### config.mk
export PLATFORM = sky130hd
export DESIGN_NAME = dmrc_demux_clock
export DESIGN_NICKNAME = d
export VERILOG_FILES = /design/src/logic/dmrc_pkg.sv /design/src/logic/dmrc_demux_clock.sv /design/src/logic/dmrc_delay_line.sv
export SDC_FILE = /design/constraint.sdc
export NUM_CORES = 1
export LEC_CHECK = 0
export ABC_AREA = 0
export BUFFER_PORTS_ARGS = -buffer_cell sky130_fd_sc_hd__buf_2
export CORE_MARGIN = 5
export CORE_UTILIZATION = 40
export DETAILED_ROUTE_END_ITERATION = 10
export PLACE_DENSITY = 0.58
export SKIP_LAST_GASP = 1
export SLEW_MARGIN = 20
export SYNTH_ARGS = -nofsm -noshare
export SYNTH_HDL_FRONTEND = slang
export SYNTH_HIERARCHICAL = 1
export SYNTH_SLANG_ARGS = --single-unit
### constraint.sdc
create_clock -name clk -period 1.6 [get_ports clk]
set_input_delay 0.48 -clock clk [delete_from_list [all_inputs] [get_ports clk]]
set_output_delay 0.48 -clock clk [all_outputs]
set_load 0.005 [all_outputs]
### src/logic/dmrc_pkg.sv
// constants, mode type and mode decode for the demux reset and rate clock block
`default_nettype none
package dmrc_pkg;
  localparam int SAMPLE_W = 8; // converter word width
  localparam int SYNC_STAGES = 2; // pin synchroniser depth, the reset input dual latch
  localparam int PRIMARY_LAT_CYC = 8; // 7.5 sample clocks rounded up to whole cycles
  localparam int RST_OUT_LAT_CYC = PRIMARY_LAT_CYC - 1; // reset leads primary data by one cycle
  localparam int RST_PIPE_STAGES = RST_OUT_LAT_CYC - SYNC_STAGES - 1; // latch and driver stages excluded
  localparam int DATA_PIPE_STAGES = PRIMARY_LAT_CYC - 1; // output register adds the last cycle
  localparam logic [1:0] DIV_CNT_RST = 2'h0; // divider value after nrst
  localparam logic [1:0] DIV_RST_PHASE = 2'h0; // known phase forced by a sync reset
  localparam logic [SAMPLE_W-1:0] DATA_RST = 8'h00; // output words after nrst
  localparam logic [2:0] QUIET_MAX = 3'h7; // settle count used by checks

  // output rate modes, one-hot
  typedef enum logic [2:0] {
    DMRC_FULL = 3'b001,
    DMRC_HALF = 3'b010,
    DMRC_QUARTER = 3'b100
  } dmrc_mode_t;

  // split low gives full rate whatever rate select is
  function automatic dmrc_mode_t dmrc_decode_mode(input logic split, input logic rate);
    if (!split) begin
      return DMRC_FULL;
    end else if (!rate) begin
      return DMRC_HALF;
    end
    return DMRC_QUARTER;
  endfunction : dmrc_decode_mode
endpackage : dmrc_pkg
`default_nettype wire

### src/logic/dmrc_demux_clock.sv
// demux rate selection, data-ready clock generation and time-aligned reset path
`timescale 1ns/1ps
`default_nettype none
// Operation
// RULE1 - half rate splits samples across two ports
// RULE2 - sample clock rising edge times everything
// RULE3 - outputs change only at data-ready rise; at full rate they change every cycle with the clock held high
// RULE4 - reset input sampled on sample clock edge
// RULE5 - undriven reset input means reset inactive
// RULE6 - asserted reset holds demux phase in reset
// RULE7 - reset: latch, pipeline, clock generator, driver
// RULE8 - reset pipeline matches data conversion latency
// RULE9 - reset output aligns with matching data
// RULE10 - drive reset output for external demuxes
// RULE11 - generator makes full, half, quarter clocks; at full rate the clock is held high instead
// RULE12 - unreset half clock phase is arbitrary
// RULE13 - sync reset forces divider known phase
// RULE14 - controller resets all interleaved converters
// RULE15 - split and rate select pick mode
// RULE16 - half rate: auxiliary older, primary newer
// RULE17 - quarter rate drops every other sample
// RULE18 - reset out one cycle before primary
module dmrc_demux_clock
  import dmrc_pkg::*;
(
  input wire logic clk,
  input wire logic nrst,
  input wire logic [SAMPLE_W-1:0] sample_in, // converted sample, one per clk, same domain
  input wire logic sync_reset_in, // active high, asynchronous pin
  input wire logic split_enable, // static pin
  input wire logic rate_select, // static pin
  output logic [SAMPLE_W-1:0] primary_data,
  output logic [SAMPLE_W-1:0] aux_data,
  output logic data_ready_clock_out,
  output logic data_ready_strobe,
  output logic aligned_reset_out
);
  // pin synchronisers; first flops read only by the second and the reset lead check
  logic rst_s1_ff, rst_s2_ff, split_s1_ff, split_s2_ff, rate_s1_ff, rate_s2_ff;
  logic nxt_rst_s1, nxt_rst_s2, nxt_split_s1, nxt_split_s2, nxt_rate_s1, nxt_rate_s2;
  dmrc_mode_t mode_ff, nxt_mode; // registered mode
  logic mode_chg; // pins disagree with registered mode

  // divider and output clock state
  logic [1:0] div_cnt_ff, nxt_div_cnt;
  logic dr_clk_ff, nxt_dr_clk;
  logic upd; // this edge is a data-ready rise, or any edge at full rate
  logic rst_pipe; // reset after pipeline, entering clock generator
  logic rst_out_ff, nxt_rst_out;

  // data path state
  logic [SAMPLE_W-1:0] dly_out; // sample after conversion pipeline
  logic [SAMPLE_W-1:0] prev1_ff, prev2_ff, nxt_prev1, nxt_prev2;
  logic [SAMPLE_W-1:0] prim_ff, aux_ff, nxt_prim, nxt_aux;
  logic strobe_ff, nxt_strobe;

  // check helper: cycles since last reset or mode change
  logic [2:0] quiet_ff, nxt_quiet;

  // synchroniser and mode next values
  always_comb begin
    nxt_rst_s1 = sync_reset_in; // [RULE4]
    nxt_rst_s2 = rst_s1_ff;
    nxt_split_s1 = split_enable;
    nxt_split_s2 = split_s1_ff;
    nxt_rate_s1 = rate_select;
    nxt_rate_s2 = rate_s1_ff;
    nxt_mode = dmrc_decode_mode(split_s2_ff, rate_s2_ff); // [RULE15]
    mode_chg = (nxt_mode != mode_ff);
  end

  // all flops sit on the rising sample clock edge [RULE2]
  always_ff @(posedge clk or negedge nrst) begin
    if (!nrst) begin
      rst_s1_ff <= 1'b0;
      rst_s2_ff <= 1'b0;
      split_s1_ff <= 1'b0;
      split_s2_ff <= 1'b0;
      rate_s1_ff <= 1'b0;
      rate_s2_ff <= 1'b0;
      mode_ff <= DMRC_FULL;
    end else begin
      rst_s1_ff <= nxt_rst_s1;
      rst_s2_ff <= nxt_rst_s2;
      split_s1_ff <= nxt_split_s1;
      split_s2_ff <= nxt_split_s2;
      rate_s1_ff <= nxt_rate_s1;
      rate_s2_ff <= nxt_rate_s2;
      mode_ff <= nxt_mode;
    end
  end

  // latched reset delayed to line up with converted data [RULE7] [RULE8] [RULE9] [RULE18]
  dmrc_delay_line #(.W(1), .N(RST_PIPE_STAGES)) u_rst_pipe (
    .clk(clk),
    .nrst(nrst),
    .din(rst_s2_ff),
    .dout(rst_pipe)
  );

  // conversion latency of samples ahead of the output ports
  dmrc_delay_line #(.W(SAMPLE_W), .N(DATA_PIPE_STAGES)) u_data_pipe (
    .clk(clk),
    .nrst(nrst),
    .din(sample_in),
    .dout(dly_out)
  );

  // divider, data-ready clock and reset driver next values
  always_comb begin
    nxt_div_cnt = div_cnt_ff + 2'h1;
    if (rst_pipe) begin
      // first reset cycle snaps to the known phase, later ones keep bit 0 toggling
      // so the data-ready clock runs on while reset is out [RULE6] [RULE13]
      nxt_div_cnt = rst_out_ff ? {1'b0, ~div_cnt_ff[0]} : DIV_RST_PHASE;
    end
    // without any reset the half clock phase is whatever the counter holds [RULE12]
    // an idle low reset pin never reaches this branch [RULE5]
    case (mode_ff)
      DMRC_FULL: begin
        // a flop cannot toggle at clk rate; clock held high, strobe marks updates
        upd = 1'b1;
        nxt_dr_clk = 1'b1;
      end
      DMRC_HALF: begin
        upd = div_cnt_ff[0];
        nxt_dr_clk = div_cnt_ff[0]; // [RULE11]
      end
      DMRC_QUARTER: begin
        upd = &div_cnt_ff;
        nxt_dr_clk = ~(div_cnt_ff[1] ^ div_cnt_ff[0]); // [RULE11]
      end
      default: begin
        upd = 1'b1;
        nxt_dr_clk = 1'b1;
      end
    endcase
    nxt_rst_out = rst_pipe; // last stage after clock generator [RULE7] [RULE10]
  end

  // divider registers
  always_ff @(posedge clk or negedge nrst) begin
    if (!nrst) begin
      div_cnt_ff <= DIV_CNT_RST;
      dr_clk_ff <= 1'b0;
      rst_out_ff <= 1'b0;
    end else begin
      div_cnt_ff <= nxt_div_cnt;
      dr_clk_ff <= nxt_dr_clk;
      rst_out_ff <= nxt_rst_out;
    end
  end

  // output words load only with a data-ready rise, or every cycle at full rate [RULE3]
  always_comb begin
    nxt_prev1 = dly_out;
    nxt_prev2 = prev1_ff;
    nxt_prim = prim_ff;
    nxt_aux = aux_ff;
    nxt_strobe = upd;
    if (upd) begin
      nxt_prim = dly_out;
      case (mode_ff)
        DMRC_FULL: begin
          nxt_aux = prim_ff; // auxiliary repeats primary one cycle late
        end
        DMRC_HALF: begin
          nxt_aux = prev1_ff; // older sample on auxiliary [RULE1] [RULE16]
        end
        DMRC_QUARTER: begin
          nxt_aux = prev2_ff; // sample between is discarded [RULE17]
        end
        default: begin
          nxt_aux = prev1_ff;
        end
      endcase
    end
  end

  // output word registers
  always_ff @(posedge clk or negedge nrst) begin
    if (!nrst) begin
      prev1_ff <= DATA_RST;
      prev2_ff <= DATA_RST;
      prim_ff <= DATA_RST;
      aux_ff <= DATA_RST;
      strobe_ff <= 1'b0;
    end else begin
      prev1_ff <= nxt_prev1;
      prev2_ff <= nxt_prev2;
      prim_ff <= nxt_prim;
      aux_ff <= nxt_aux;
      strobe_ff <= nxt_strobe;
    end
  end

  // settle counter for the checks only
  always_comb begin
    nxt_quiet = (quiet_ff == QUIET_MAX) ? quiet_ff : quiet_ff + 3'h1;
    if (rst_pipe || mode_chg) begin
      nxt_quiet = 3'h0;
    end
  end

  // settle counter register
  always_ff @(posedge clk or negedge nrst) begin
    if (!nrst) begin
      quiet_ff <= 3'h0;
    end else begin
      quiet_ff <= nxt_quiet;
    end
  end

  assign primary_data = prim_ff;
  assign aux_data = aux_ff;
  assign data_ready_clock_out = dr_clk_ff;
  assign data_ready_strobe = strobe_ff;
  assign aligned_reset_out = rst_out_ff;

  // reset out lags the second latch stage by the pipe plus driver
  a_reset_out_lat: assert property (@(posedge clk) disable iff (!nrst) // [RULE8]
    ##5 (aligned_reset_out == $past(rst_s2_ff, 5)))
    else $error("reset output latency wrong");

  // reset out rises six cycles after the first latch stage, one cycle before primary data
  a_reset_lead: assert property (@(posedge clk) disable iff (!nrst) // [RULE18]
    $rose(rst_s1_ff) |-> ##6 $rose(aligned_reset_out))
    else $error("reset output not 7 cycles after pin");

  // known divider phase after a reset edge
  a_phase_known: assert property (@(posedge clk) disable iff (!nrst) // [RULE13]
    (rst_pipe && !rst_out_ff) |=> (div_cnt_ff == DIV_RST_PHASE))
    else $error("divider not forced to reset phase");

  // strobe marks a rising data-ready edge outside full rate
  a_strobe_rise: assert property (@(posedge clk) disable iff (!nrst) // [RULE3]
    // current and previous clock come from different mode cycles, so two stable cycles are needed
    (data_ready_strobe && mode_ff != DMRC_FULL && $past(mode_ff) == mode_ff && $past(mode_ff, 2) == mode_ff)
      |-> (data_ready_clock_out && !$past(data_ready_clock_out)))
    else $error("data update without data-ready rise");

  // ports stay put between data-ready rises
  a_data_hold: assert property (@(posedge clk) disable iff (!nrst) // [RULE3]
    !data_ready_strobe |-> ($stable(primary_data) && $stable(aux_data)))
    else $error("output data changed off a data-ready rise");

  // half rate: auxiliary older, primary newer
  a_half_order: assert property (@(posedge clk) disable iff (!nrst) // [RULE16]
    (quiet_ff == QUIET_MAX && mode_ff == DMRC_HALF && data_ready_strobe)
      |-> (primary_data == $past(dly_out) && aux_data == $past(dly_out, 2)))
    else $error("half rate port order wrong");

  // quarter rate: skipped sample between ports
  a_quarter_skip: assert property (@(posedge clk) disable iff (!nrst) // [RULE17]
    (quiet_ff == QUIET_MAX && mode_ff == DMRC_QUARTER && data_ready_strobe)
      |-> (primary_data == $past(dly_out) && aux_data == $past(dly_out, 3)))
    else $error("quarter rate decimation wrong");

  // quarter rate updates every fourth cycle
  a_quarter_period: assert property (@(posedge clk) disable iff (!nrst || rst_pipe || mode_chg) // [RULE11]
    (quiet_ff == QUIET_MAX && mode_ff == DMRC_QUARTER && data_ready_strobe)
      |=> !data_ready_strobe [*3] ##1 data_ready_strobe)
    else $error("quarter rate period wrong");

  // half rate updates every other cycle
  a_half_period: assert property (@(posedge clk) disable iff (!nrst || mode_chg) // [RULE1]
    // a realigning reset may swallow one cycle right after its first cycle
    (quiet_ff == QUIET_MAX && mode_ff == DMRC_HALF && data_ready_strobe && !rst_pipe)
      |=> !data_ready_strobe ##1 data_ready_strobe)
    else $error("half rate period wrong");

  // mode follows the synchronised pins
  a_mode_decode: assert property (@(posedge clk) disable iff (!nrst) // [RULE15]
    ##1 (mode_ff == dmrc_decode_mode($past(split_s2_ff), $past(rate_s2_ff))))
    else $error("mode decode wrong");
endmodule : dmrc_demux_clock
`default_nettype wire

### src/logic/dmrc_delay_line.sv
// fixed-depth shift register used for the data and reset pipelines
`timescale 1ns/1ps
`default_nettype none
module dmrc_delay_line #(
  parameter int W = 1,
  parameter int N = 1
) (
  input wire logic clk,
  input wire logic nrst,
  input wire logic [W-1:0] din,
  output logic [W-1:0] dout
);
  logic [W-1:0] stage_ff [N]; // one word per stage
  logic [W-1:0] nxt_stage [N]; // shifted values

  // each stage takes the one before it
  generate
    for (genvar i = 0; i < N; i++) begin : g_stage
      always_comb begin
        if (i == 0) begin
          nxt_stage[i] = din;
        end else begin
          nxt_stage[i] = stage_ff[(i > 0) ? i - 1 : 0];
        end
      end

      always_ff @(posedge clk or negedge nrst) begin
        if (!nrst) begin
          stage_ff[i] <= '0;
        end else begin
          stage_ff[i] <= nxt_stage[i];
        end
      end
    end
  endgenerate

  assign dout = stage_ff[N-1];
endmodule : dmrc_delay_line
`default_nettype wire

==> summary.txt <==
Critical path
  • Flop2flop setup slack: between 0.07 and 0.08 ns
  • WP data required: about 1.8 ns
  • Startpoint types: flop
  • Critical path endpoint category: flop
  • Setup Crit Path Kind: reg2reg
  • Worst r2r src: mode_ff[0]$_DFF_PN1_
  • Crit Path Max Fanout: 8
  • Worst R2R Path Depth: 3
  • FF-to-FF End: aux_data[3]$_DFFE_PN0P_
  • Critical Path AT: 1.75 ns
  • Crit path from: mode_ff[0]$_DFF_PN1_

Clock tree
  • Root buf cell: clkbuf_8
  • CTS Buf Count: 9
  • Clk pin slew, worst setup/hold paths: 0.09 ns
  • Postcts setup bufs: 0
  • Later-pin clock latency in the skew report: 0.34 ns
  • CTS max path bufs: 2
  • Post-cts resize count: 0
  • CTS H-Tree Depth: 3
  • CTS tree: done
  • Sinks on Clock Net: 106
  • Hold bufs inserted after CTS: 0

GRT
  • Vias in the first global route: between 1,500 and 2,000
  • Global-route wire length before repair: 7540 µm
  • Gr usage total: 0.0986
  • Initial antenna violation count: 0
  • Largest net degree at the start of global routing: 39
  • Total global routing overflow: 0

Synth
  • Async set-reset flop share out of synthesis: 1.00
  • Top cell type's share of synthesized area: 0.835
  • Top cells by area, synth: dfrtp_1 (83%), mux2_4 (3.8%), o211ai_1 (1.9%)
  • Mux contribution to synthesized area: 0.0382
  • Post-synthesis sequential area ratio: 0.843
  • Simple-Gate Fraction of Synth Area: 0.0239
  • Synth top cells by count: dfrtp_1 (105), a21oi_1 (9)
  • Synth cell types: 23
  • Largest family of logic cells by synthesized area: compound AO/OA/AOI/OAI gates
  • Ys Warns: 6
  • Top-count cell post-synth: dfrtp_1
  • Mapped cell area: 0.00315 mm²
  • Seq cells post-synth: 106
  • Biggest area consumer among synthesized cells: dfrtp_1
  • Synth Area in Compound Gates: 0.0736
  • Gate Count Post-Synth: between 150 and 200
  • Syn Nets: around 180
  • Xor and xnor area share after synthesis: 0.00278
  • Number of enable flip-flop cells after synthesis: 0
  • Synth Flop Type: dfrtp_1
  • Avg Cell Area, Syn: 18.8 µm²
  • Adder-Cell Fraction of Synth Area: 0.00398

Place
  • Dpl ws: 0.0544 ns
  • Port buffer count: 31
  • RD Place Congestion: 0.740

Power and ir drop
  • Leak pwr: 0.00168 µW
  • Combinational fraction of design power: 0.065
  • Sw power: approximately 1000 µW
  • Total power: 4790 µW
  • Flop pwr share: 0.610
  • Power Dens Cells: 1290 mW/mm²
  • Max rail drop VDD: around 580 µV
  • Power share of the clock group: 0.325
  • P_int: ~3800 µW
  • Switch share: 0.215

Route
  • Via count: between 1,000 and 1,500
  • First-pass detailed-route iteration total: 4
  • Number of vias per cell: 4.57
  • Total wire length: 4250 µm
  • DR WL/cell: 13.2 µm
  • DR DRC count: 0
  • First DRT Iteration DRCs: 31
  • ANT nets after route: 0

Timing
  • Minimum clock period: 1.52 ns
  • Rel. slew slack: 0.754
  • Setup violators final: 0
  • Post-Route Skew: 0.00608 ns
  • Peak Freq: 656 MHz
  • Max-slew violation count: 0
  • Hold_ws: between 0.03 and 0.04 ns
  • RSZ-0062 raised after global routing: no
  • Worst-margin pin slew: 0.369 ns
  • Final WS setup: 0.0759 ns
  • Final hold viol count: 0
  • Crit share post-route: 0.953

Floorplan
  • Core area: 0.00769 mm²
  • DIE WIDTH: a little under 100 µm
  • Die area: 0.00974 mm²
  • Initial Util: 0.409
  • Row Count: 32
  • Die H: about 99 µm
  • Io pins: 32

Layout
  • Fin nets: 230
  • Area Overhead vs Synth: 17.9%
  • Layout cell share with drive strength beyond 1: 0.327
  • Diode count: 0
  • Fin util: 0.483
  • FILL cells: 692

Hold path
  • Hold WC Path Type: in2async

Job
  • Max Cap Viol: 0

Run status
  • Outcome: complete, no violations
metrics by stage:
stage / TNS, ns / cells / instance area (µm²)
final: 0 / 322 / 3710
after detailed placement: 0 / 307 / 3520
after global placement: 0 / 307 / 3520
after floorplan: -0.477 / 167 / 3150
after CTS: 0 / 322 / 3710
after global routing: 0 / 322 / 3710
layout make-up:
| class | instances | area, µm² | area share |
|---|---|---|---|
| flip-flops and latches | 106 | 2650 | 0.715 |
| multi-input cells | 53 | 452 | 0.122 |
| repair buffers | 41 | 258 | 0.0695 |
| clock buffers | 11 | 141 | 0.0381 |
| well taps | 102 | 128 | 0.0344 |
| clock inverters | 4 | 51.3 | 0.0138 |
| inverters | 5 | 26.3 | 0.00708 |
cells in the final DEF, fill, tap and decap left out, drive strengths merged:
master,n
bufinv,1
clkbuf,11
inv,4
mux2,8
nand2,1
xor2,1
nor2b,1
or3b,2
o22ai,8
and2,1
o31ai,8
o211ai,8
dfrtp,105
o21a,1
a31o,1
dfstp,1
ha,1
clkinvlp,1
clkinv,3
nor3b,2
nor2,1
a21oi,9
buf,41
cell families (layout without fill, tap and decap cells):
| family | count (synthesis) | count (layout) |
|---|---|---|
| DFF | 106 | 106 |
| AOI/OAI and AO/OA | 35 | 35 |
| muxes | 8 | 8 |
| and+or+nand+nor | 8 | 8 |
| buffers and inverters | 8 | 61 |
| adders and majority gates | 1 | 1 |
| xor gates and xnor gates | 1 | 1 |
layer usage:
layer | vias up | track usage | part of all wire
met3 | 4 | 0.0311 | 0.051
met1 | 753 | 0.127 | 0.43
met4 | 0 | 0.0567 | 0.011
met2 | 33 | 0.148 | 0.51
li1 | 681 | - | -
met5 | - | 0 | 0
flip-flops by register name, indices dropped and copies added (netlist names), 2 cells and up:
signal	cells
mode_ff	3
div_cnt_ff	2
prev2_ff	8
u_rst_pipe/nxt_stage	3
u_data_pipe/nxt_stage	48
aux_data	8
u_data_pipe/dout	8
nxt_prev2	8
primary_data	8
critical path, cell delays in order, from the launching register on:
cell	delay (ns)
dfstp_2	0.57
or3b_2	0.55
o22ai_1	0.21
o31ai_1	0.08
worst max-delay path by stage:
stage	end	slack, ns	depth (start not counted)
after global placement	primary_data[1]$_DFFE_PN0P_	0.1	5
after detailed placement	primary_data[1]$_DFFE_PN0P_	0.05	5
after floorplan	primary_data[0]$_DFFE_PN0P_	-0.06	6
after CTS	primary_data[7]$_DFFE_PN0P_	0.04	5
after global routing	aux_data[3]$_DFFE_PN0P_	0.002	3
final	aux_data[3]$_DFFE_PN0P_	0.08	3
power groups by stage:
| stage | clock network (µW) | logic (µW) | registers, µW |
|---|---|---|---|
| floorplan | 0 | 137 | 2970 |
| global placement | 0 | 314 | 2970 |
| detailed placement | 0 | 320 | 2980 |
| CTS | 1620 | 321 | 2930 |
| global route | 1730 | 356 | 2940 |
| finish | 1560 | 312 | 2920 |
Power figures use the tool's default switching activity.
